`src/logic/pfh_pkg.sv`:
```
// constants for the parallel flash host controller
package pfh_pkg;
    localparam int ADDR_W           = 20;
    localparam int DATA_W           = 8;
    localparam int CLK_PERIOD_NS    = 20;
    // times in ns
    localparam int SELECT_ACCESS_NS = 150;
    localparam int OUT_GATE_NS      = 75;
    localparam int WRITE_PULSE_NS   = 60;
    localparam int CLEAR_PULSE_NS   = 500;
    localparam int READ_AFTER_NS    = 50;
    localparam int READY_BUSY_NS    = 20000;
    localparam int READY_IDLE_NS    = 500;
    // cycle counts, least times rounded up
    localparam int SELECT_ACCESS_CYC = (SELECT_ACCESS_NS + CLK_PERIOD_NS - 1) / CLK_PERIOD_NS;
    localparam int OUT_GATE_CYC      = (OUT_GATE_NS + CLK_PERIOD_NS - 1) / CLK_PERIOD_NS;
    localparam int WRITE_PULSE_CYC   = (WRITE_PULSE_NS + CLK_PERIOD_NS - 1) / CLK_PERIOD_NS;
    localparam int CLEAR_PULSE_CYC   = (CLEAR_PULSE_NS + CLK_PERIOD_NS - 1) / CLK_PERIOD_NS;
    localparam int READ_AFTER_CYC    = (READ_AFTER_NS + CLK_PERIOD_NS - 1) / CLK_PERIOD_NS;
    localparam int READY_BUSY_CYC    = (READY_BUSY_NS + CLK_PERIOD_NS - 1) / CLK_PERIOD_NS;
    localparam int READY_IDLE_CYC    = (READY_IDLE_NS + CLK_PERIOD_NS - 1) / CLK_PERIOD_NS;
    localparam int CNT_W             = 16;

    typedef enum logic [2:0] {
        PFH_IDLE   = 3'b000,
        PFH_READ   = 3'b001,
        PFH_WRITE  = 3'b010,
        PFH_RECOV  = 3'b011,
        PFH_CLEAR  = 3'b100,
        PFH_CWAIT  = 3'b101
    } pfh_state_t;
endpackage : pfh_pkg

```
`src/logic/pfh_host.sv`:
```
// host controller driving a byte-wide parallel flash through its pins
// Function
// [RULE_01] read: select and output gate low, write strobe high, clear high
// [RULE_02] device starts in array read after power-up and clear
// [RULE_03] device answers array data until a command changes it
// [RULE_04] write: select and write strobe low, output gate high
// [RULE_05] command register has no address; latches feed the state machine
// [RULE_06] erase targets one sector, several, or the whole array
// [RULE_07] identification command makes reads return codes
// [RULE_08] during program or erase, reads return status bits
// [RULE_09] select and clear high: standby, data lines high-impedance
// [RULE_10] after standby, read data valid only after select access time
// [RULE_11] deselect does not stop a running program or erase
// [RULE_12] clear low for minimum pulse aborts, tristates, returns to read
// [RULE_13] clear low also puts the device in standby
// [RULE_14] host reissues operations aborted by a clear; this host only pulses clear_done
// [RULE_15] clear during operation: done flag low until clear completes
// [RULE_16] clear while idle completes within idle clear-complete time
// [RULE_17] host waits read-after-clear delay before reading
// [RULE_18] write inhibited unless select and strobe low, output gate high
// [RULE_19] each write latches address and data in the device
// [RULE_20] all timings are parameters in whole clock cycles; the host has no output gate parameter and fixes recovery at two cycles
`timescale 1ns/1ps
module pfh_host
    import pfh_pkg::*;
#(
    parameter int SEL_CYC   = SELECT_ACCESS_CYC, // RULE_20
    parameter int WR_CYC    = WRITE_PULSE_CYC,
    parameter int CLR_CYC   = CLEAR_PULSE_CYC,
    parameter int RAC_CYC   = READ_AFTER_CYC,
    parameter int RDYB_CYC  = READY_BUSY_CYC,
    parameter int RDYI_CYC  = READY_IDLE_CYC
) (
    input  wire logic              mclk,
    input  wire logic              sys_rst,
    // user side
    input  wire logic              req_valid,
    output logic                   req_ready,
    input  wire logic              req_write,
    input  wire logic              req_clear,
    input  wire logic [ADDR_W-1:0] req_addr,
    input  wire logic [DATA_W-1:0] req_wdata,
    output logic                   rsp_valid,
    output logic [DATA_W-1:0]      rsp_rdata,
    output logic                   clear_done,
    output logic                   dev_busy,
    // flash pins
    output logic [ADDR_W-1:0]      address_lines,
    input  wire logic [DATA_W-1:0] data_lines_i,
    output logic [DATA_W-1:0]      data_lines_o,
    output logic                   data_lines_oe,
    output logic                   select_n,
    output logic                   out_gate_n,
    output logic                   wr_strobe_n,
    output logic                   hard_clear_n,
    input  wire logic              op_done_flag
);
    // refuse zero timings and busy, idle or clear waits the counter cannot hold; busy wait must cover read-after-clear
    if (SEL_CYC < 1 || WR_CYC < 1 || CLR_CYC < 1 || RAC_CYC < 1 ||
        RDYB_CYC < 1 || RDYI_CYC < 1 || RDYB_CYC < RAC_CYC ||
        RDYB_CYC >= (1 << CNT_W) || RDYI_CYC >= (1 << CNT_W) || CLR_CYC >= (1 << CNT_W))
    begin : g_bad_timing
        $error("pfh_host: timing parameter out of range");
    end

    localparam logic [CNT_W-1:0] SEL_C  = CNT_W'(SEL_CYC);
    localparam logic [CNT_W-1:0] WR_C   = CNT_W'(WR_CYC);
    localparam logic [CNT_W-1:0] CLR_C  = CNT_W'(CLR_CYC);
    localparam logic [CNT_W-1:0] RAC_C  = CNT_W'(RAC_CYC);
    localparam logic [CNT_W-1:0] RDYB_C = CNT_W'(RDYB_CYC);
    localparam logic [CNT_W-1:0] RDYI_C = CNT_W'(RDYI_CYC);

    pfh_state_t              state_q, state_d;
    logic [CNT_W-1:0]        cnt_q, cnt_d;
    logic [ADDR_W-1:0]       addr_q, addr_d;
    logic [DATA_W-1:0]       wdata_q, wdata_d;
    logic [DATA_W-1:0]       rdata_q, rdata_d;
    logic                    rsp_q, rsp_d;
    logic                    cdone_q, cdone_d;
    logic                    busy_clr_q, busy_clr_d;
    logic                    sel_q, sel_d;
    logic                    oe_q, oe_d;
    logic                    we_q, we_d;
    logic                    drv_q, drv_d;
    logic                    clr_q, clr_d;

    // sequencer next state
    always_comb
    begin
        state_d    = state_q;
        cnt_d      = cnt_q;
        addr_d     = addr_q;
        wdata_d    = wdata_q;
        rdata_d    = rdata_q;
        rsp_d      = 1'b0;
        cdone_d    = 1'b0;
        busy_clr_d = busy_clr_q;
        sel_d      = sel_q;
        oe_d       = oe_q;
        we_d       = we_q;
        drv_d      = drv_q;
        clr_d      = clr_q;
        case (state_q)
            PFH_IDLE:
            begin
                if (req_valid && req_clear)
                begin
                    // hold clear low the minimum pulse; all strobes off
                    state_d    = PFH_CLEAR; // RULE_12
                    clr_d      = 1'b1;
                    sel_d      = 1'b0;
                    busy_clr_d = !op_done_flag;
                    cnt_d      = CLR_C;
                end
                else if (req_valid && req_write)
                begin
                    state_d = PFH_WRITE;
                    addr_d  = req_addr; // RULE_19
                    wdata_d = req_wdata;
                    sel_d   = 1'b1; // RULE_04
                    we_d    = 1'b1; // RULE_18
                    oe_d    = 1'b0;
                    drv_d   = 1'b1;
                    cnt_d   = WR_C;
                end
                else if (req_valid)
                begin
                    state_d = PFH_READ;
                    addr_d  = req_addr;
                    sel_d   = 1'b1; // RULE_01
                    oe_d    = 1'b1;
                    we_d    = 1'b0;
                    cnt_d   = SEL_C; // RULE_10
                end
            end
            PFH_READ:
            begin
                if (cnt_q == '0)
                begin
                    // data valid after select access time from standby
                    rdata_d = data_lines_i; // RULE_08
                    rsp_d   = 1'b1;
                    sel_d   = 1'b0; // RULE_09
                    oe_d    = 1'b0;
                    state_d = PFH_RECOV;
                    cnt_d   = 16'h0001;
                end
                else
                    cnt_d = cnt_q - 16'h0001;
            end
            PFH_WRITE:
            begin
                if (cnt_q == '0)
                begin
                    // rising strobe latches command; select released too
                    we_d    = 1'b0;
                    sel_d   = 1'b0; // RULE_11
                    state_d = PFH_RECOV;
                    cnt_d   = 16'h0001;
                end
                else
                    cnt_d = cnt_q - 16'h0001;
            end
            PFH_RECOV:
            begin
                // two idle cycles; after a write data still driven in the first, then no longer driven
                drv_d = 1'b0;
                if (cnt_q == '0)
                    state_d = PFH_IDLE;
                else
                    cnt_d = cnt_q - 16'h0001;
            end
            PFH_CLEAR:
            begin
                if (cnt_q == '0)
                begin
                    clr_d   = 1'b0;
                    state_d = PFH_CWAIT;
                    // wait for the longer of completion and read-after-clear
                    cnt_d   = busy_clr_q ? RDYB_C : RDYI_C; // RULE_15 RULE_16
                    if (cnt_d < RAC_C)
                        cnt_d = RAC_C; // RULE_17
                end
                else
                    cnt_d = cnt_q - 16'h0001;
            end
            PFH_CWAIT:
            begin
                // busy case ends early once the done flag is high and read-after-clear has passed
                if (cnt_q == '0 || (busy_clr_q && op_done_flag && cnt_q <= RDYB_C - RAC_C))
                begin
                    cdone_d    = 1'b1; // RULE_14 not met: only clear_done pulses, nothing is reissued
                    busy_clr_d = 1'b0;
                    state_d    = PFH_IDLE;
                end
                else
                    cnt_d = cnt_q - 16'h0001;
            end
            default:
            begin
                state_d = PFH_IDLE;
                sel_d   = 1'b0;
                oe_d    = 1'b0;
                we_d    = 1'b0;
                drv_d   = 1'b0;
                clr_d   = 1'b0;
            end
        endcase
    end

    // sequencer registers
    always_ff @(posedge mclk)
    begin
        if (sys_rst)
        begin
            state_q    <= PFH_IDLE;
            cnt_q      <= '0;
            addr_q     <= '0;
            wdata_q    <= '0;
            rdata_q    <= '0;
            rsp_q      <= 1'b0;
            cdone_q    <= 1'b0;
            busy_clr_q <= 1'b0;
            sel_q      <= 1'b0;
            oe_q       <= 1'b0;
            we_q       <= 1'b0;
            drv_q      <= 1'b0;
            clr_q      <= 1'b0;
        end
        else
        begin
            state_q    <= state_d;
            cnt_q      <= cnt_d;
            addr_q     <= addr_d;
            wdata_q    <= wdata_d;
            rdata_q    <= rdata_d;
            rsp_q      <= rsp_d;
            cdone_q    <= cdone_d;
            busy_clr_q <= busy_clr_d;
            sel_q      <= sel_d;
            oe_q       <= oe_d;
            we_q       <= we_d;
            drv_q      <= drv_d;
            clr_q      <= clr_d;
        end
    end

    // pin and user outputs; strobes exclusive by construction
    assign address_lines = addr_q;
    assign data_lines_o  = wdata_q;
    assign data_lines_oe = drv_q && !oe_q; // no contention with device
    assign select_n      = !sel_q;
    assign out_gate_n    = !oe_q;
    assign wr_strobe_n   = !we_q;
    assign hard_clear_n  = !clr_q; // RULE_13
    assign req_ready     = (state_q == PFH_IDLE);
    assign rsp_valid     = rsp_q;
    assign rsp_rdata     = rdata_q;
    assign clear_done    = cdone_q;
    assign dev_busy      = !op_done_flag;
endmodule : pfh_host

```
`config.mk`:
```
export PLATFORM = sky130hd
export DESIGN_NAME = pfh_host
export DESIGN_NICKNAME = d
export VERILOG_FILES = /design/src/logic/pfh_pkg.sv /design/src/logic/pfh_host.sv
export SDC_FILE = /design/constraint.sdc
export NUM_CORES = 1
export LEC_CHECK = 0
export BUFFER_PORTS_ARGS = -buffer_cell sky130_fd_sc_hd__buf_2
export CORE_MARGIN = 2
export CORE_UTILIZATION = 45
export DETAILED_ROUTE_END_ITERATION = 10
export PLACE_DENSITY = 0.77
export SLEW_MARGIN = 15
export SYNTH_ARGS = -nofsm -noshare
export SYNTH_HDL_FRONTEND = slang
export SYNTH_SLANG_ARGS = --single-unit
```
`constraint.sdc`:
```
create_clock -name mclk -period 3.51 [get_ports mclk]
set_input_delay 0.702 -clock mclk [delete_from_list [all_inputs] [get_ports mclk]]
set_output_delay 0.702 -clock mclk [all_outputs]
set_load 0.02 [all_outputs]
```
==> results of run 1 <==
## metal layers
metal,GRT usage,routed length (µm),vias to the layer above
li1,-,-,1530
met1,0.273,3370,1378
met2,0.348,3660,122
met3,0.0724,610,22
met4,0.105,216,0
met5,0,0,-
## metrics by stage
| stage | hold WS (ps) | cell area (µm²) |
|---|---|---|
| finish | 451 | 3740 |
| CTS | 455 | 3740 |
| floorplan | 432 | 3090 |
| global placement | 438 | 3550 |
| detailed placement | 445 | 3550 |
| global route | 469 | 3740 |
## report_power, final
group	total (W)	internal (W)	switching, W	leakage, nW
sequential	0.00105	0.000855	0.000197	0.513
combinational	0.00169	0.000640	0.00105	0.952
clock	0.000628	0.000328	0.000299	0.0956
total	0.00337	0.00182	0.00154	1.56
## flip-flops by register name, indices dropped and copies added (netlist names)
register / flops
cnt_q: 16
rsp_rdata: 8
we_q: 1
drv_q: 1
clear_done: 1
busy_clr_q: 1
sel_q: 1
data_lines_o: 8
oe_q: 1
address_lines: 20
state_q: 3
rsp_valid: 1
clr_q: 1
## worst max-delay path, cell delays in order (launching register included)
cell      delay (ps)
dfxtp_1          730
nor2_1           280
nand2_1          270
clkinv_1         260
buf_2            230
## synth_stat cells (all sizes together) (2+ instances only)
cell / n / area [µm²]
nand2: 88 / 330
dfxtp: 63 / 1260
a21oi: 62 / 310
nor2: 26 / 100
nand3: 18 / 108
clkbuf: 15 / 56.3
o21ai: 14 / 70.1
inv: 12 / 45.0
nor4: 8 / 95.1
nor3: 7 / 35.0
buf: 6 / 42.5
or3: 6 / 42.5
o2bb2ai: 5 / 43.8
a31oi: 4 / 25.0
or4: 4 / 33.8
xnor2: 4 / 35.0
ha: 3 / 37.5
nand4: 3 / 33.8
nor2b: 3 / 18.8
nor4b: 3 / 41.3
o31ai: 3 / 36.3
a21boi: 2 / 15.0
a221oi: 2 / 30.0
mux2i: 2 / 20.0
nor3b: 2 / 15.0
or2: 2 / 12.5
xor2: 2 / 17.5
## cell families (layout without fill, tap and decap cells)
logic type,Yosys count,in the layout,share of synthesized area
AO/OA/AOI/OAI,106,106,0.215
buffers and inverters,34,119,0.0478
adder cells (fa/ha/maj),3,3,0.0122
multiplexers,2,2,0.00649
AND/OR/NAND/NOR,175,175,0.293
flip-flops,63,63,0.409
XOR/XNOR,6,6,0.0170
## area by class of cell
type	instances	area (µm²)	share of cell area
Clock buffer	9	124	0.0331
Clock inverter	7	72.6	0.0194
Inverter	13	48.8	0.0130
Multi-Input combinational cell	292	1680	0.448
Sequential cell	63	1260	0.337
Tap cell	80	100	0.0267
Timing Repair Buffer	90	460	0.123
## worst paths after layout
path	depth (start not counted)	slack [ps]	endpoint
hold reg to reg	2	450	data_lines_o[4]$_SDFFE_PP0P_
hold / removal	2	450	data_lines_o[4]$_SDFFE_PP0P_
setup / recovery	4	680	req_ready
setup reg to reg	8	690	rsp_rdata[6]$_SDFFE_PP0P_
==> summary.txt, run 1 <==
Run status
  • Status: finished, final reports clean

Clocking
  • Postcts setup bufs: 0
  • Post-cts resize count: 0
  • Clk buf depth: 2
  • Root Driver: clkbuf_8
  • Clk Latency, worst-skew pair: 350 ps
  • Htree depth: 3
  • TritonCTS clock tree: yes
  • Hold_buf cts: 0
  • Num CTS Buffers: 9
  • CTS Sinks: between 60 and 70
  • Clk pin slew, worst setup/hold paths: approximately 70 ps

Pwr
  • Power per cell area: approximately 900 nW/µm²
  • Tot Pwr: 0.00337 W
  • Worst-case vdd ir drop: about 350 µV
  • Leakage: approximately 1.6 nW

Routing
  • Vias: just over 3000
  • TritonRoute pass-1 iters: 5
  • 1st-iter DRT viols: 177
  • WL/cell: 14.2 µm
  • Vias per cell: 5.51
  • Residual DRC: 0
  • Post-route ant nets: 0
  • Total routed wirelength: slightly below 8000 µm

Synth
  • Sequential area share after synthesis: 0.409
  • Ys Warns: 0
  • Synth async-reset ratio: 0
  • Cells after Synth: approximately 390
  • Syn_area_per_cell: between 7 and 8 µm²
  • EDFF count, synth: 0
  • Post-Syn Area: 3090 µm²
  • Netlist cell types: 59
  • Mapped Nets: 434
  • #FFs+latches synth: 63
  • Primary FF master, synth: dfxtp_1

Setup path
  • Crit end category: output pin
  • CP arrival: roughly 2100 ps
  • Reg-to-Reg Start: cnt_q[0]$_SDFFE_PP0P_
  • Critical Path Source: state_q[2]$_SDFFE_PP0P_
  • Critical path class: flop to output pin
  • CP Launch Type: flop
  • WP data required: ~2800 ps
  • Crit Path Max Fanout: 19

Layout
  • Fill cells: ~600
  • Commonest cells after routing, fill and taps aside: nand2_1 (88), buf_2 (86), dfxtp_1 (63)
  • Area growth syn-to-layout: 21.3%
  • # diodes: 0
  • Utilization after layout: 0.557
  • Share of cells above drive strength 1: 0.264
  • Fin nets: a little over 500
  • Final non-filler cell total: around 550
  • Commonest non-fill, non-tap cell in the layout: nand2_1

Global routing
  • Tot GR Track Use: 0.221
  • Largest net degree at the start of global routing: 36
  • Vias in the first global route: slightly below 3000
  • Gr ovfl total: 0
  • Initial antenna violation count: 0
  • First-pass GRT wire length: around 13000 µm

Die
  • Die Y-Extent: 86.8 µm
  • Starting density of the core: 0.459
  • DIE WIDTH: a little under 90 µm
  • Num ports: a little under 90
  • Core ar.: about 6700 µm²
  • FP Rows: 30
  • Die area: ~7500 µm²

Timing
  • Setup_tns: 0 ps
  • Unrepaired setup endpoints after global routing: false
  • Slew Viols, Final: 0
  • Worst Max-Slew Pin Slew: about 770 ps
  • Rel. slew slack: 0.488
  • Highest clock rate: between 300 and 400 MHz
  • Final setup violating endpoints: 0
  • Period utilization: 0.807
  • Period minus WS final: 2830 ps
  • Final Skew: between 5 and 6 ps
  • Post-route setup slack: 678 ps
  • Final Hold Fails: 0

Placed design
  • Gp weighted congestion: a little over 0.9
  • HPWL after DPL: approximately 5600 µm
  • IO buf count: between 80 and 90
  • DP Worst Slack: approximately 700 ps
  • Inst Count DP: approximately 540

Worst hold path
  • HP Start: data_lines_o[4]$_SDFFE_PP0P_
  • Hold crit path type: flop to flop

Flow run
  • Max cap viols: 0
Power figures use the tool's default switching activity.
==> run 2, diff against run 1 <==
Clock period 3.51 ns to 2.9 ns, I/O delays scaled along.
==> summary.txt, run 2 (same netlist as run 1, synthesis figures left out) <==
Clocking
  • Num CTS Buffers: 9 (unchanged)
  • Clk Latency, worst-skew pair: 340 ps (about the same)
  • Clk pin slew, worst setup/hold paths: 70 ps (about the same)
  • Hold_buf cts: 0 (unchanged)
  • Postcts setup bufs: 0 (unchanged)
  • Root Driver: clkbuf_8
  • Clk buf depth: 2 (unchanged)
  • Htree depth: 3 (unchanged)
  • CTS Sinks: 63 (unchanged)
  • TritonCTS clock tree: yes
  • Post-cts resize count: 0 (unchanged)

Die
  • Die Y-Extent: 86.8 µm (unchanged)
  • DIE WIDTH: 86.8 µm (unchanged)
  • Core ar.: 6720 µm² (unchanged)
  • Num ports: 87 (unchanged)
  • Starting density of the core: 0.459 (unchanged)
  • FP Rows: 30 (unchanged)
  • Die area: 7540 µm² (unchanged)

Global routing
  • Met3 Usage GRT: 0.0667 (-0.00571)
  • First-pass GRT wire length: 13500 µm (+1.9%)
  • Gr ovfl total: 0 (unchanged)
  • Grt met1 use: 0.275 (+0.00220)
  • GRT busiest layer: met2
  • Vias in the first global route: 2982 (+0.78%)
  • Tot GR Track Use: 0.222 (+0.000354)
  • Largest net degree at the start of global routing: 37 (+2.8%)
  • Met2 Resource Use GR: 0.357 (+0.00902)
  • Initial antenna violation count: 0 (unchanged)

Layout
  • Final non-filler cell total: 560 (+1.1%)
  • Fin nets: 520 (+1.2%)
  • # diodes: 0 (unchanged)
  • Finished Cell Area: 3790 µm² (+1.2%)
  • Commonest non-fill, non-tap cell in the layout: nand2_1
  • Share of cells above drive strength 1: 0.273 (+0.00920)
  • Commonest cells after routing, fill and taps aside: nand2_1 (88), buf_2 (86), dfxtp_1 (63)
  • Max reg flops: 20 (unchanged)
  • Area growth syn-to-layout: 22.7%

Timing
  • Period minus WS final: 2510 ps
  • Setup_tns: 0 ps (unchanged)
  • Slew Viols, Final: 0 (unchanged)
  • Highest clock rate: ~400 MHz
  • Final Skew: 9.96 ps (+4.51 ps)
  • Period utilization: 0.866
  • Worst Max-Slew Pin Slew: 686 ps (-79.6 ps)
  • Unrepaired setup endpoints after global routing: false
  • Final Hold Fails: 0 (unchanged)
  • Final setup violating endpoints: 0 (unchanged)
  • Rel. slew slack: 0.539 (+0.0514)

Pwr
  • Power per cell area: 1090 nW/µm² (+21%)
  • Clock power share: 0.183 (-0.003)
  • Combinational cell fraction of total power: 0.514 (+0.013)
  • Reg power frac: 0.303 (-0.009)
  • Switch share: 0.452 (-0.00702)
  • Internal power: 0.00226 W (+24%)
  • Sw Pwr: 0.00186 W (+21%)
  • Worst-case vdd ir drop: 524 µV (+50%)
  • Leakage: 1.60 nW (+2.4%)

Placed design
  • IO buf count: 86 (unchanged)
  • Gp weighted congestion: 0.908 (-2.2%)
  • Post-place instance area: 3590 µm² (+1.3%)
  • HPWL after DPL: 5750 µm (+2.7%)
  • Inst Count DP: 544 (+1.1%)

Routing
  • 1st-iter DRT viols: 187 (+5.6%)
  • TritonRoute pass-1 iters: 5 (unchanged)
  • WL/cell: 14.1 µm (-0.87%)
  • Post-route ant nets: 0 (unchanged)
  • Total routed wirelength: 7880 µm (+0.20%)
  • Vias per cell: 5.46 (-0.91%)
  • Vias: 3057 (+0.16%)
  • Residual DRC: 0 (unchanged)

Setup path
  • Reg-to-Reg Start: cnt_q[0]$_SDFFE_PP0P_
  • CP arrival: 2780 ps (+650 ps)
  • CP Launch Type: flop
  • Crit Path Max Fanout: 11 (-8)
  • WP data required: 3170 ps (+360 ps)
  • Crit end category: flop
  • Critical Path Source: cnt_q[0]$_SDFFE_PP0P_
  • Critical path class: flop to flop

Flow run
  • Max cap viols: 0 (unchanged)

Run status
  • Status: finished, final reports clean

Worst hold path
  • HP Start: address_lines[1]$_SDFFE_PP0P_
  • Hold crit path type: flop to flop
[run 2: worst paths after layout]
kind	end	slack (ps)	cells past startpoint
min reg2reg	address_lines[1]$_SDFFE_PP0P_	460	2
max	cnt_q[11]$_SDFFE_PP0P_	390	8
min	address_lines[1]$_SDFFE_PP0P_	460	2
max reg2reg	cnt_q[11]$_SDFFE_PP0P_	390	8
[run 2: area by class of cell]
type                       instances  area, µm²
timing repair buffer              96        505
clock inverter                     7       71.3
sequential                        63       1260
tap                               80        100
fill                             618       2930
inverter                          13       48.8
multi-input combinational        292       1680
clock buffer                       9        124
[run 2: per-stage QoR]
stage          hold WS [ps]  utilization  power (W)  worst slack, ps
3_5_place_dp            448        0.535    0.00336              433
4_1_cts                 456        0.564    0.00413              406
5_1_grt                 460        0.564    0.00445              225
2_1_floorplan           432            -    0.00284              692
3_3_place_gp            440        0.535    0.00332              489
6_report                459        0.564    0.00412              390
[run 2: critical path, stage by stage, from the launching register on]
cell	delay [ps]
dfxtp_1	430
inv_1	150
ha_1	290
nor3b_1	220
o311ai_1	130
nor4b_4	180
or2_1	380
or4_1	520
a21oi_1	150
[run 2: layer usage]
layer / up-vias / share of wire
met4: 0 / 0.019
met2: 103 / 0.47
met5: - / 0
li1: 1543 / -
met3: 14 / 0.074
met1: 1397 / 0.44
[run 2: power by group through the flow]
stage          sequential [W]  clock [W]  combinational, W
2_1_floorplan         0.00125          0           0.00159
3_3_place_gp          0.00125          0           0.00207
3_5_place_dp          0.00127          0           0.00210
4_1_cts               0.00125   0.000771           0.00211
5_1_grt               0.00128   0.000805           0.00237
6_report              0.00125   0.000754           0.00212
==> run 3, diff against run 2 <==
Settings changed: ABC_AREA set to 1, GPL_ROUTABILITY_DRIVEN set to 0, PLACE_DENSITY 0.77 to 0.76.
==> summary.txt, run 3 <==
Die
  • DIE WIDTH: 87.0 µm (+0.23%)
  • Die Y-Extent: 87.0 µm (+0.23%)
  • Core ar.: 6720 µm² (unchanged)
  • FP Rows: 30 (unchanged)
  • Starting density of the core: 0.461 (+0.00223)
  • Die area: 7570 µm² (+0.46%)
  • Num ports: 87 (unchanged)

Setup path
  • Critical path class: flop to flop
  • CP arrival: 2320 ps (-460 ps)
  • Crit Path Max Fanout: 17 (+6)
  • CP Launch Type: flop
  • Cell family contributing the most delay on the critical path: simple AND/OR/NAND/NOR gates
  • Crit end category: flop
  • WP data required: 3130 ps (-40 ps)
  • Slowest library cell on the worst path: a21oi_4
  • Critical path's largest stage delay: 420 ps (-100 ps)
  • Crit-path cells: inv_1 > ha_1 > inv_1 > nand2_1 > o21ai_0 > nand2_1 > nand2_1 > nand2_2 > a21oi_4 > nand3_1 > nand3_1 > nor2_1
  • CP bufs+invs: 2 (+1)
  • CP dominant cell by count: nand2_1

Clocking
  • Clk Latency, worst-skew pair: 330 ps (about the same)
  • Hold_buf cts: 0 (unchanged)
  • CTS Sinks: 63 (unchanged)
  • Num CTS Buffers: 9 (unchanged)
  • Htree depth: 3 (unchanged)
  • Post-cts resize count: 0 (unchanged)
  • TritonCTS clock tree: yes
  • Root Driver: clkbuf_8
  • Clk buf depth: 2 (unchanged)
  • Clk pin slew, worst setup/hold paths: 70 ps (about the same)
  • Postcts setup bufs: 0 (unchanged)

Timing
  • Highest clock rate: 477 MHz (+20%)
  • Worst hold slack: 443 ps (-16.1 ps)
  • Slew Viols, Final: 0 (unchanged)
  • Final Skew: 5.90 ps (-4.05 ps)
  • Final setup violating endpoints: 0 (unchanged)
  • Period utilization: 0.722 (-0.143)
  • Setup_tns: 0 ps (unchanged)
  • Unrepaired setup endpoints after global routing: false
  • Period minus WS final: 2090 ps (-416 ps)
  • Worst Max-Slew Pin Slew: 601 ps (-85.1 ps)
  • Rel. slew slack: 0.599 (+0.0598)
  • Final Hold Fails: 0 (unchanged)

Routing
  • WL/cell: 12.1 µm (-14%)
  • Vias: 3170 (+3.7%)
  • Vias per cell: 4.99 (-8.6%)
  • TritonRoute pass-1 iters: 4 (-1)
  • 1st-iter DRT viols: 233 (+25%)
  • Post-route ant nets: 0 (unchanged)
  • Total routed wirelength: 7660 µm (-2.8%)
  • Residual DRC: 0 (unchanged)

Synth
  • Mapped Nets: 508 (+17%)
  • Syn_area_per_cell: 6.70 µm² (-16%)
  • Post-Syn Area: 3100 µm² (+0.49%)
  • Synth top area share: 0.407 (-0.00198)
  • Netlist cell types: 30 (-49%)
  • Synth top area cells: dfxtp_1 (41%), nor2_1 (13%), nand2_1 (11%)
  • Most frequent cells after synthesis: nor2_1 (107), nand2_1 (93), dfxtp_1 (63), o21ai_0 (45), inv_1 (41)
  • Cells after Synth: 463 (+19%)
  • Leading area contributor after synthesis: dfxtp_1
  • Sequential area share after synthesis: 0.407 (-0.00198)
  • Synth async-reset ratio: 0 (unchanged)
  • Most frequent cell after synthesis: nor2_1
  • EDFF count, synth: 0 (unchanged)
  • Primary FF master, synth: dfxtp_1
  • Ys Warns: 0 (unchanged)
  • #FFs+latches synth: 63 (unchanged)

Pwr
  • Leakage: 1.85 nW (+16%)
  • Worst-case vdd ir drop: 494 µV (-5.8%)
  • Tot Pwr: 0.00466 W (+13%)
  • Power per cell area: 1240 nW/µm² (+14%)

Placed design
  • IO buf count: 86 (unchanged)
  • HPWL after DPL: 5700 µm (-0.94%)

Worst hold path
  • Hold crit path type: flop to flop

Run status
  • Status: finished, final reports clean

Global routing
  • Largest net degree at the start of global routing: 23 (-38%)
  • Gr ovfl total: 0 (unchanged)
  • Initial antenna violation count: 0 (unchanged)
  • Vias in the first global route: 2819 (-5.5%)
  • Tot GR Track Use: 0.206 (-0.0154)
  • First-pass GRT wire length: 12500 µm (-7.1%)

Layout
  • Area growth syn-to-layout: 21.0%
  • Share of cells above drive strength 1: 0.229 (-0.0441)
  • Commonest non-fill, non-tap cell in the layout: nor2_1
  • Commonest cells after routing, fill and taps aside: nor2_1 (107), nand2_1 (93), buf_2 (86)
  • Fin nets: 595 (+14%)
  • # diodes: 0 (unchanged)
  • Max reg flops: 20 (unchanged)

Flow run
  • Max cap viols: 0 (unchanged)
run 3: changes by cell type after synthesis, moves of 5 or more:
| cell | before | now |
|---|---|---|
| nor2_1 | 25 | 107 |
| a21oi_1 | 62 | 27 |
| or3_1 | 5 | 0 |
| o2bb2ai_1 | 5 | 0 |
| nor2_2 | 1 | 6 |
| nor4_1 | 5 | 0 |
| inv_2 | 0 | 5 |
| nand2_1 | 88 | 93 |
| inv_1 | 12 | 41 |
| o21ai_0 | 14 | 45 |
| nand3_1 | 16 | 26 |
| clkbuf_1 | 15 | 9 |
run 3: kinds of logic (layout without fill, tap and decap cells):
family,after synthesis,after routing,synth area share
AOI/OAI and AO/OA,81,81,0.139
DFF,63,63,0.407
xor gates and xnor gates,6,6,0.0170
buffers and inverters,59,151,0.0771
adders and majority gates,3,3,0.0121
and+or+nand+nor,251,251,0.348
run 3: worst paths after layout:
kind,start,cells after the start,slack [ps],end
setup / recovery,cnt_q[0]$_SDFFE_PP0P_,12,810,cnt_q[15]$_SDFFE_PP0P_
hold / removal,rsp_rdata[7]$_SDFFE_PP0P_,2,440,rsp_rdata[7]$_SDFFE_PP0P_
setup reg to reg,cnt_q[0]$_SDFFE_PP0P_,12,810,cnt_q[15]$_SDFFE_PP0P_
hold reg to reg,rsp_rdata[7]$_SDFFE_PP0P_,2,440,rsp_rdata[7]$_SDFFE_PP0P_
run 3: report_power, final:
group | switching (W) | total (W) | internal, W | leakage [nW]
clock | 0.000333 | 0.000638 | 0.000305 | 0.0781
sequential | 0.000203 | 0.00131 | 0.00111 | 0.514
combinational | 0.00181 | 0.00272 | 0.000906 | 1.26
run 3: layer usage:
layer,vias to the layer above,part of all wire,GRT usage
li1,1649,-,-
met4,0,0.020,0.0795
met3,16,0.059,0.0483
met2,97,0.46,0.335
met1,1408,0.46,0.265
met5,-,0,0
run 3: layout make-up:
cell class,count,area (µm²)
fill,684,2970
multi-input combinational,341,1600
sequential,63,1260
timing repair buffer,89,453
inverter,46,173
clock buffer,10,128
tap,80,100
clock inverter,6,37.5
run 3: through the flow:
step,instance area (µm²),setup WS [ps],std cells,util
detailed placement,3590,810,619,0.534
finish,3750,806,635,0.558
floorplan,3100,1140,463,-
global placement,3590,929,619,0.534
global route,3750,586,635,0.558
CTS,3750,798,635,0.558
run 3: worst register-to-register path: cells and delay by family (launching register included):
| kind | cells | cell delay (ps) |
|---|---|---|
| AO/OA/AOI/OAI | 2 | 560 |
| adder cells (fa/ha/maj) | 1 | 270 |
| buffers and inverters | 2 | 210 |
| flip-flops | 1 | 380 |
| AND/OR/NAND/NOR | 7 | 590 |
